$ cat config.mk
export PLATFORM = sky130hd
export DESIGN_NAME = chip_clock_controller
export DESIGN_NICKNAME = d
export VERILOG_FILES = /design/src/hw/chip_clk_pkg.sv /design/src/hw/chip_clock_controller.sv
export VERILOG_INCLUDE_DIRS = /design/src /design/src/hw
export SDC_FILE = /design/constraint.sdc
export NUM_CORES = 1
export LEC_CHECK = 0
export BUFFER_PORTS_ARGS = -buffer_cell sky130_fd_sc_hd__buf_2
export CAP_MARGIN = 20
export CORE_MARGIN = 4
export CORE_UTILIZATION = 41
export CTS_BUF_LIST = sky130_fd_sc_hd__clkbuf_4 sky130_fd_sc_hd__clkbuf_8 sky130_fd_sc_hd__clkbuf_16
export DETAILED_ROUTE_END_ITERATION = 16
export SYNTH_ARGS = -nofsm -noshare
export SYNTH_HDL_FRONTEND = slang
export SYNTH_SLANG_ARGS = --single-unit
$ cat constraint.sdc
create_clock -name CLK -period 2.4 [get_ports CLK]
set_input_delay 0.6 -clock CLK [delete_from_list [all_inputs] [get_ports CLK]]
set_output_delay 0.6 -clock CLK [all_outputs]
set_load 0.02 [all_outputs]
$ cat src/hw/chip_clk_consts.svh
// Operation
// power-down entered only when request bit set and core then executes wait-for-interrupt
// power-down held until an enabled wake-up interrupt fires, then left
// fast oscillator is switched off on power-down entry
// exactly two sources: fast 24 MHz and slow 10 kHz oscillators
// enabling an oscillator starts its stable counter; terminal value sets stable flag
// system and peripheral logic use an oscillator only while stable
// clearing an oscillator enable clears its stable flag
// enables at power control bits 3 and 2; stable flags at status 3, 4
// system clock source chosen by clock select zero bits 2 to 0
// tick external clock chosen by clock select zero bits 5 to 3
// power-down gates system clocks; slow oscillator and its peripherals keep running
// output divider is 16 divide-by-two stages with a sixteen-to-one selector
// divided output equals input over two to the power N plus one
// writing one to output enable bit 4 starts the divider
// clearing output enable runs divider until selected clock low, then holds low
// divide-by-one bit 5 bypasses the divider straight to the output pin
// clock output pin does not toggle during power-down
// unstable new system source is not taken until its stable flag is set
`ifndef CHIP_CLK_CONSTS_SVH
`define CHIP_CLK_CONSTS_SVH
`define FAST_OSC_KHZ      24000
`define SLOW_OSC_KHZ      10
`define FAST_STB_CYC_DEF  256
`define SLOW_STB_CYC_DEF  64
`define STB_CNT_W         16
`define OFS_PWR           8'h00
`define OFS_STATUS        8'h04
`define OFS_SEL0          8'h08
`define OFS_CO_CTL        8'h0c
`define OFS_INT_STATUS    8'h10
`define OFS_INT_MASK      8'h14
`define PWR_FAST_EN       2
`define PWR_SLOW_EN       3
`define PWR_PD_REQ        7
`define PWR_MASK          32'h0000_008c
`define PWR_RST           32'h0000_0004
`define ST_PD             0
`define ST_SLOW_STB       3
`define ST_FAST_STB       4
`define SEL0_SYS_LSB      0
`define SEL0_TICK_LSB     3
`define SEL0_MASK         32'h0000_003f
`define SEL0_RST          32'h0000_0000
`define SRC_FAST          3'h0
`define SRC_SLOW          3'h3
`define CO_N_LSB          0
`define CO_EN             4
`define CO_DIV1           5
`define CO_MASK           32'h0000_003f
`define CO_RST            32'h0000_0000
`define DIV_STAGES        16
`define EV_FAST_STB       0
`define EV_SLOW_STB       1
`define EV_PD_ENTRY       2
`define EV_WAKE           3
`define EV_W              4
`endif

$ cat src/hw/chip_clk_pkg.sv
package chip_clk_pkg;
  typedef struct packed {
    logic        psel;
    logic        penable;
    logic        pwrite;
    logic [7:0]  paddr;
    logic [31:0] pwdata;
  } apb_req_type;
  typedef struct packed {
    logic        pready;
    logic        pslverr;
    logic [31:0] prdata;
  } apb_rsp_type;
  typedef enum logic {PM_RUN, PM_DOWN} pm_state_type;
endpackage : chip_clk_pkg

$ cat src/hw/chip_clock_controller.sv
`timescale 1ns/1ps
`include "chip_clk_consts.svh"
module chip_clock_controller #(
  parameter int FAST_STB_CYC = `FAST_STB_CYC_DEF,
  parameter int SLOW_STB_CYC = `SLOW_STB_CYC_DEF
) (
  input  wire logic                CLK,
  input  wire logic                RESET_N,
  input  chip_clk_pkg::apb_req_type APB_REQ,
  output chip_clk_pkg::apb_rsp_type APB_RSP,
  input  wire logic                WFI_EXEC,
  input  wire logic                WAKE_IRQ,
  input  wire logic                TICK_EXT_SEL,
  input  wire logic                FAST_OSC_CLK,
  input  wire logic                SLOW_OSC_CLK,
  output logic                     FAST_OSC_EN,
  output logic                     SLOW_OSC_EN,
  output logic                     SYS_CLK_RUN,
  output logic                     SYS_SRC_SLOW,
  output logic                     TICK_CLK_RUN,
  output logic                     TICK_SRC_SLOW,
  output logic                     FAST_PERIPH_RUN,
  output logic                     SLOW_PERIPH_RUN,
  output logic                     POWER_DOWN,
  output logic                     CLK_OUT,
  output logic                     IRQ
);
  import chip_clk_pkg::*;

  ////////////////////////////////////////////////////////////////////////////
  // parameter checks

  localparam int CW = `STB_CNT_W;

  if (FAST_STB_CYC < 1 || FAST_STB_CYC >= (1 << CW)) begin : g_chk_fast
    $error("fast stable count out of range");
  end
  if (SLOW_STB_CYC < 1 || SLOW_STB_CYC >= (1 << CW)) begin : g_chk_slow
    $error("slow stable count out of range");
  end

  ////////////////////////////////////////////////////////////////////////////
  // apb decode

  logic [31:0]  pwr_r;
  logic [31:0]  pwr_nxt;
  logic [31:0]  sel0_r;
  logic [31:0]  sel0_nxt;
  logic [31:0]  co_r;
  logic [31:0]  co_nxt;
  logic [`EV_W-1:0] ist_r;
  logic [`EV_W-1:0] ist_nxt;
  logic [`EV_W-1:0] imsk_r;
  logic [`EV_W-1:0] imsk_nxt;
  logic [`EV_W-1:0] ev;
  logic [31:0]  rdata_r;
  logic         err_r;
  logic [31:0]  rd_mux;
  logic [31:0]  status_word;

  wire setup_ph = APB_REQ.psel & ~APB_REQ.penable;
  wire access   = APB_REQ.psel & APB_REQ.penable;
  wire wr       = access & APB_REQ.pwrite;
  wire rd       = access & ~APB_REQ.pwrite;

  wire hit_pwr  = APB_REQ.paddr == `OFS_PWR;
  wire hit_st   = APB_REQ.paddr == `OFS_STATUS;
  wire hit_sel0 = APB_REQ.paddr == `OFS_SEL0;
  wire hit_co   = APB_REQ.paddr == `OFS_CO_CTL;
  wire hit_ist  = APB_REQ.paddr == `OFS_INT_STATUS;
  wire hit_imsk = APB_REQ.paddr == `OFS_INT_MASK;
  wire hit_any  = hit_pwr | hit_st | hit_sel0 | hit_co | hit_ist | hit_imsk;

  always_comb begin
    if (hit_pwr) begin
      rd_mux = pwr_r;
    end else if (hit_st) begin
      rd_mux = status_word;
    end else if (hit_sel0) begin
      rd_mux = sel0_r;
    end else if (hit_co) begin
      rd_mux = co_r;
    end else if (hit_ist) begin
      rd_mux = {{(32-`EV_W){1'b0}}, ist_r};
    end else if (hit_imsk) begin
      rd_mux = {{(32-`EV_W){1'b0}}, imsk_r};
    end else begin
      rd_mux = 32'h0000_0000;
    end
  end

  assign APB_RSP.pready  = access;
  assign APB_RSP.pslverr = access & err_r;
  assign APB_RSP.prdata  = rdata_r;

  always_ff @(posedge CLK or negedge RESET_N) begin
    if (!RESET_N) begin
      rdata_r <= 32'h0000_0000;
      err_r   <= 1'b0;
    end else if (setup_ph) begin
      rdata_r <= rd_mux;
      err_r   <= ~hit_any;
    end
  end

  ////////////////////////////////////////////////////////////////////////////
  // power-down state machine

  pm_state_type state_r;
  pm_state_type state_nxt;

  wire pd_req = pwr_r[`PWR_PD_REQ];
  wire in_pd  = state_r == PM_DOWN;

  always_comb begin
    state_nxt = state_r;
    case (state_r)
      PM_RUN: begin
        if (pd_req && WFI_EXEC) begin
          state_nxt = PM_DOWN;
        end
      end
      PM_DOWN: begin
        if (WAKE_IRQ) begin
          state_nxt = PM_RUN;
        end
      end
      default: state_nxt = PM_RUN;
    endcase
  end

  wire pd_entry = (state_r == PM_RUN) & (state_nxt == PM_DOWN);
  wire wake     = in_pd & (state_nxt == PM_RUN);

  always_ff @(posedge CLK or negedge RESET_N) begin
    if (!RESET_N) begin
      state_r <= PM_RUN;
    end else begin
      state_r <= state_nxt;
    end
  end

  ////////////////////////////////////////////////////////////////////////////
  // control registers

  always_comb begin
    pwr_nxt = pwr_r;
    if (wr && hit_pwr) begin
      pwr_nxt = APB_REQ.pwdata & `PWR_MASK;
    end
    if (wake) begin
      pwr_nxt[`PWR_PD_REQ] = 1'b0;
    end
  end

  assign sel0_nxt = (wr && hit_sel0) ? (APB_REQ.pwdata & `SEL0_MASK) : sel0_r;
  assign co_nxt   = (wr && hit_co) ? (APB_REQ.pwdata & `CO_MASK) : co_r;
  assign imsk_nxt = (wr && hit_imsk) ? APB_REQ.pwdata[`EV_W-1:0] : imsk_r;

  // read clears only the bits that were returned; new events win
  wire [`EV_W-1:0] ist_clr = (rd && hit_ist) ? rdata_r[`EV_W-1:0] : '0;
  assign ist_nxt = (ist_r & ~ist_clr) | ev;

  always_ff @(posedge CLK or negedge RESET_N) begin
    if (!RESET_N) begin
      pwr_r  <= `PWR_RST;
      sel0_r <= `SEL0_RST;
      co_r   <= `CO_RST;
      ist_r  <= '0;
      imsk_r <= '0;
    end else begin
      pwr_r  <= pwr_nxt;
      sel0_r <= sel0_nxt;
      co_r   <= co_nxt;
      ist_r  <= ist_nxt;
      imsk_r <= imsk_nxt;
    end
  end

  ////////////////////////////////////////////////////////////////////////////
  // oscillator enables and stable counters

  logic [1:0] osc_en;
  logic [1:0] osc_stb;
  logic [1:0] osc_stb_q;

  // index 0 is the fast oscillator, index 1 the slow one
  assign osc_en[0] = pwr_r[`PWR_FAST_EN] & ~in_pd;
  assign osc_en[1] = pwr_r[`PWR_SLOW_EN];

  genvar g;
  for (g = 0; g < 2; g++) begin : g_osc
    localparam int STB = (g == 0) ? FAST_STB_CYC : SLOW_STB_CYC;
    localparam logic [CW-1:0] LAST = CW'(STB - 1);
    logic [CW-1:0] cnt_r;
    logic [CW-1:0] cnt_nxt;
    logic          stb_r;
    logic          stb_nxt;

    assign cnt_nxt = !osc_en[g] ? '0 :
                     (cnt_r == LAST) ? cnt_r : cnt_r + 1'b1;
    assign stb_nxt = osc_en[g] & (cnt_r == LAST);

    always_ff @(posedge CLK or negedge RESET_N) begin
      if (!RESET_N) begin
        cnt_r <= '0;
        stb_r <= 1'b0;
      end else begin
        cnt_r <= cnt_nxt;
        stb_r <= stb_nxt;
      end
    end
    assign osc_stb[g] = stb_r;
  end

  always_ff @(posedge CLK or negedge RESET_N) begin
    if (!RESET_N) begin
      osc_stb_q <= 2'b00;
    end else begin
      osc_stb_q <= osc_stb;
    end
  end

  // status fields placed by their named positions; reserved bits read zero
  always_comb begin
    status_word               = 32'h0000_0000;
    status_word[`ST_PD]       = in_pd;
    status_word[`ST_SLOW_STB] = osc_stb[1];
    status_word[`ST_FAST_STB] = osc_stb[0];
  end

  ////////////////////////////////////////////////////////////////////////////
  // events and interrupt

  assign ev[`EV_FAST_STB] = osc_stb[0] & ~osc_stb_q[0];
  assign ev[`EV_SLOW_STB] = osc_stb[1] & ~osc_stb_q[1];
  assign ev[`EV_PD_ENTRY] = pd_entry;
  assign ev[`EV_WAKE]     = wake;

  ////////////////////////////////////////////////////////////////////////////
  // system and tick source selection

  logic sys_slow_r;
  logic sys_slow_nxt;
  logic tick_slow_r;
  logic tick_slow_nxt;

  wire [2:0] sys_sel  = sel0_r[`SEL0_SYS_LSB +: 3];
  wire [2:0] tick_sel = sel0_r[`SEL0_TICK_LSB +: 3];

  // a new source is only taken once it is stable
  assign sys_slow_nxt =
    (sys_sel == `SRC_SLOW && osc_stb[1]) ? 1'b1 :
    (sys_sel == `SRC_FAST && osc_stb[0]) ? 1'b0 : sys_slow_r;
  assign tick_slow_nxt =
    (tick_sel == `SRC_SLOW && osc_stb[1]) ? 1'b1 :
    (tick_sel == `SRC_FAST && osc_stb[0]) ? 1'b0 : tick_slow_r;

  wire sys_stb  = sys_slow_r ? osc_stb[1] : osc_stb[0];
  wire tick_stb = tick_slow_r ? osc_stb[1] : osc_stb[0];

  always_ff @(posedge CLK or negedge RESET_N) begin
    if (!RESET_N) begin
      sys_slow_r  <= 1'b0;
      tick_slow_r <= 1'b0;
    end else begin
      sys_slow_r  <= sys_slow_nxt;
      tick_slow_r <= tick_slow_nxt;
    end
  end

  ////////////////////////////////////////////////////////////////////////////
  // oscillator input synchronisers

  logic [1:0] fast_sync_r;
  logic [1:0] slow_sync_r;
  logic       src_q;

  always_ff @(posedge CLK or negedge RESET_N) begin
    if (!RESET_N) begin
      fast_sync_r <= 2'b00;
      slow_sync_r <= 2'b00;
    end else begin
      fast_sync_r <= {fast_sync_r[0], FAST_OSC_CLK};
      slow_sync_r <= {slow_sync_r[0], SLOW_OSC_CLK};
    end
  end

  wire src_lvl  = sys_slow_r ? slow_sync_r[1] : fast_sync_r[1];
  wire src_rise = src_lvl & ~src_q;

  ////////////////////////////////////////////////////////////////////////////
  // clock output divider

  logic [`DIV_STAGES-1:0] div_r;
  logic [`DIV_STAGES-1:0] div_nxt;
  logic                   run_r;
  logic                   run_nxt;
  logic                   co_out_r;
  logic                   co_out_nxt;

  wire [3:0] div_n   = co_r[`CO_N_LSB +: 4];
  wire       co_en   = co_r[`CO_EN];
  wire       co_div1 = co_r[`CO_DIV1];
  wire       div_sel = div_r[div_n];
  wire       src_ok  = sys_stb & ~in_pd;
  wire       stop_ok = co_div1 ? ~src_lvl : ~div_sel;

  always_comb begin
    run_nxt = run_r;
    if (in_pd) begin
      run_nxt = 1'b0;
    end else if (co_en) begin
      run_nxt = 1'b1;
    end else if (run_r && stop_ok) begin
      run_nxt = 1'b0;
    end
  end

  // bit k of the counter runs at the source rate over 2^(k+1), toggling every 2^k source rises
  assign div_nxt = !run_r ? '0 :
                   (src_rise && src_ok) ? div_r + 1'b1 : div_r;

  assign co_out_nxt = run_r & ~in_pd & src_ok &
                      (co_div1 ? src_lvl : div_sel);

  always_ff @(posedge CLK or negedge RESET_N) begin
    if (!RESET_N) begin
      src_q    <= 1'b0;
      div_r    <= '0;
      run_r    <= 1'b0;
      co_out_r <= 1'b0;
    end else begin
      src_q    <= src_lvl;
      div_r    <= div_nxt;
      run_r    <= run_nxt;
      co_out_r <= co_out_nxt;
    end
  end

  ////////////////////////////////////////////////////////////////////////////
  // registered outputs

  always_ff @(posedge CLK or negedge RESET_N) begin
    if (!RESET_N) begin
      FAST_OSC_EN     <= 1'b0;
      SLOW_OSC_EN     <= 1'b0;
      SYS_CLK_RUN     <= 1'b0;
      SYS_SRC_SLOW    <= 1'b0;
      TICK_CLK_RUN    <= 1'b0;
      TICK_SRC_SLOW   <= 1'b0;
      FAST_PERIPH_RUN <= 1'b0;
      SLOW_PERIPH_RUN <= 1'b0;
      POWER_DOWN      <= 1'b0;
      IRQ             <= 1'b0;
    end else begin
      FAST_OSC_EN     <= osc_en[0];
      SLOW_OSC_EN     <= osc_en[1];
      SYS_CLK_RUN     <= sys_stb & ~in_pd;
      SYS_SRC_SLOW    <= sys_slow_r;
      TICK_CLK_RUN    <= TICK_EXT_SEL & tick_stb & ~in_pd;
      TICK_SRC_SLOW   <= tick_slow_r;
      FAST_PERIPH_RUN <= osc_stb[0] & ~in_pd;
      SLOW_PERIPH_RUN <= osc_stb[1];
      POWER_DOWN      <= in_pd;
      IRQ             <= |(ist_nxt & imsk_nxt);
    end
  end

  assign CLK_OUT = co_out_r;

endmodule : chip_clock_controller

==> flow_metrics.tcl <==
set metrics [dict create \
    worstMarginPinSlew_ns 0.656 \
    p_leak_uw 0.00262 \
    start_util 0.419 \
    p_int_uw 2780 \
    synth_seq_cells 102 \
    clock_skew_ns 0.00944 \
    r2r-start "sys_slow_r" \
    h-tree-depth 3 \
    async_flop_share 1.00 \
    post-route-drc-count 0 \
    core_mm2 0.0120 \
    synth.top_cells.by_area "dfrtp_1, buf_4, nor2_1, mux2_2, xnor2_1" \
    grt.overflow.total 0 \
    cp.required_ns 2.68 \
    area_delta_synth_final_pct 15.0 \
    ant_nets 0 \
    ys_top_cells_by_count "dfrtp_1, nor2_1, nand2_1" \
    post-cts-setup-buffers 0 \
    min_period_ns 1.99 \
    clkTransAtPathRegs_ns 0.08 \
    firstDrtPassIters 4 \
    synth_top_area_frac 0.502 \
    tns_ns 0 \
    synth-edff-count 0 \
    cp_max_fo 8 \
    use_met2 0.278 \
    pwr_density_cell_mw_per_mm2 649 \
    seq_area_frac_synth 0.508 \
    synth.distinct_cells 59 \
    crit_path_top_delay_cell "dfrtp_1" \
    rr_worst_depth 6 \
    timing.hold.ws_ns 0.180 \
    finalSetupViolations 0 \
    clockRootBuffer "clkbuf_16" \
    hold_viol_final 0 \
    cts_made_buffers 9 \
    synth_cells 484 \
    cts-resized-gates 0 \
    max_freq_ghz 0.503 \
    setup.worst_path.start_class "flip-flop" \
    worstSkewPairLatency_ns 0.35 \
    crit-reg2reg-capture "div_r[6]" \
    grt_use_total 0.167 \
    power.share.switching 0.260 \
    yosys.area.top_type "dfrtp_1" \
    maxSlewViolCount 0 \
    ys.flop_type "dfrtp_1" \
    syn_avg_cell_area_um2 10.4 \
    use_met1 0.214 \
    antenna_found_initial 1 \
    fp.dieW_um 119 \
    max_cap_viol_count 0 \
    rrSetupSlack_ns 0.41 \
    crit_cells 6 \
    ctsHoldBuffers 0 \
    worstSetupPathType "flip-flop to flip-flop" \
    final_layout_size_suffix_gt1_frac 0.195 \
    crit_path_end "div_r[6]" \
    dieArea_mm2 0.0141 \
    fp.dieH_um 119 \
    drtIter0Drc 231 \
    clock_path_buffers 2 \
    io_pins 95 \
    worstSetupEndpointType "flip-flop" \
    nNetsFinal 601 \
    drt-total-wl_um 11100 \
    num_rows 40 \
    vias_per_cell 5.39 \
    netSwitchingPower_uw 977 \
    power.share.combinational 0.100 \
    fillers 1125 \
    busiest_layer "met2" \
    fin_crit_sh 0.828 \
    slew_headroom 0.558 \
    slowest_delay_ns 0.47 \
    vias 3772 \
    grt_max_degree 40 \
    grt_pass1_wl_um 19000 \
    dp_hpwl_um 8030 \
    yosysWarnings 0 \
    rsz0062_at_grt "no" \
    tritoncts "yes" \
    gp_congestion 0.799 \
    path_buf_inv 1 \
    met3_usage 0.0440 \
    ir_worst_vdd_mv 0.338 \
    min_path_type "input port to async pin" \
    crit_path_cell_trace "mux2i_1, nor4_4, buf_4, nand3_1, or3_1, a21oi_1" \
    status "complete, no violations" \
    wl_per_cell_um 15.8 \
    grt_pass1_vias 3838 \
    seq_power_share 0.497 \
    synth.most_common_cell "dfrtp_1" \
    port_buffers 44 \
    power.share.clock 0.403 \
    critPathLaunch "sys_slow_r" \
    diodes 0 \
    synthesis.area_mm2 0.00503 \
    crit_arrival_ns 2.27 \
    crit_family "simple AND/OR/NAND/NOR gates" \
    cts_sinks 102 \
]
==> flip-flops by register name (all words and copies together), names as in the netlist, 2 cells and up <==
register     count
co_r             6
div_r           16
fast_sync_r      2
g_osc.cnt_r     32
g_osc.stb_r      2
imsk_r           4
ist_r            4
pwr_r            3
rdata_r          7
sel0_r           6
slow_sync_r      2
==> metal layers <==
metal  vias up  part of all wire
li1       1809                 -
met1      1868              0.44
met2        78              0.50
met3        15             0.042
met4         2             0.012
met5         -           0.00063
==> cell families (layout without fill, tap and decap cells) <==
logic type | Yosys count | count (layout) | share of synthesized area
AOI/OAI and AO/OA | 71 | 71 | 0.0950
buffers and inverters | 55 | 100 | 0.0624
xor gates and xnor gates | 32 | 32 | 0.0557
DFF | 102 | 102 | 0.508
other | 1 | 25 | 0.000745
muxes | 33 | 33 | 0.0746
adders and majority gates | 3 | 3 | 0.00746
and+or+nand+nor | 187 | 187 | 0.196
==> how the worst min path moves through the flow <==
stage	slack, ns	to	cells after the start	from
after floorplan	0.30	CLK_OUT	0	RESET_N
after CTS	0.18	div_r[13]	1	RESET_N
after detailed placement	0.34	fast_sync_r[1]	0	fast_sync_r[0]
final	0.18	div_r[13]	1	RESET_N
after global placement	0.34	slow_sync_r[1]	0	slow_sync_r[0]
after global routing	0.19	div_r[13]	1	RESET_N
==> final cells by class <==
| class | instances | area (um^2) | area share |
|---|---|---|---|
| clock inverter | 7 | 80.1 | 0.0138 |
| timing repair buffer | 68 | 428 | 0.0740 |
| sequential | 102 | 2550 | 0.441 |
| inverter | 16 | 60.1 | 0.0104 |
| tap | 147 | 184 | 0.0318 |
| multi-input combinational | 351 | 2250 | 0.390 |
| clock buffer | 9 | 225 | 0.0389 |
==> power by group through the flow <==
stage	Combinational, uW	Clock [uW]	Sequential [uW]
final	376	1510	1870
after global placement	371	0	1890
after CTS	383	1560	1860
after detailed placement	379	0	1900
after global routing	425	1630	1880
after floorplan	283	0	1890
==> cells in the final DEF, fill, tap and decap left out, types with 3 or more instances in the layout <==
cell type / n
dfrtp_1: 101
nor2_1: 52
buf_2: 43
nand2_1: 30
conb_1: 25
buf_4: 23
nand3_1: 22
xnor2_1: 19
mux2_2: 16
inv_1: 16
o21ai_0: 16
a21oi_1: 16
mux2i_1: 15
nor3_1: 13
xor2_1: 13
nand4_1: 12
and3_1: 11
clkbuf_16: 9
and2_1: 7
or3_1: 7
nor4_1: 6
nor2b_1: 5
a22o_1: 5
or4_1: 5
and4_1: 4
a31oi_1: 4
a32oi_1: 3
o211ai_1: 3
o31ai_1: 3
o21a_1: 3
ha_1: 3
==> stage by stage <==
step	utilization	instance area (um^2)	worst slack (ns)	cells	total power [uW]
5_1_grt	0.482	5780	0.269	700	3930
3_3_place_gp	0.456	5480	0.139	684	2260
6_report	0.482	5780	0.413	700	3750
3_5_place_dp	0.456	5480	0.163	684	2270
2_1_floorplan	-	5120	0.229	508	2170
4_1_cts	0.482	5780	0.383	700	3800
Note: power is estimated with default switching activity, not from simulation.
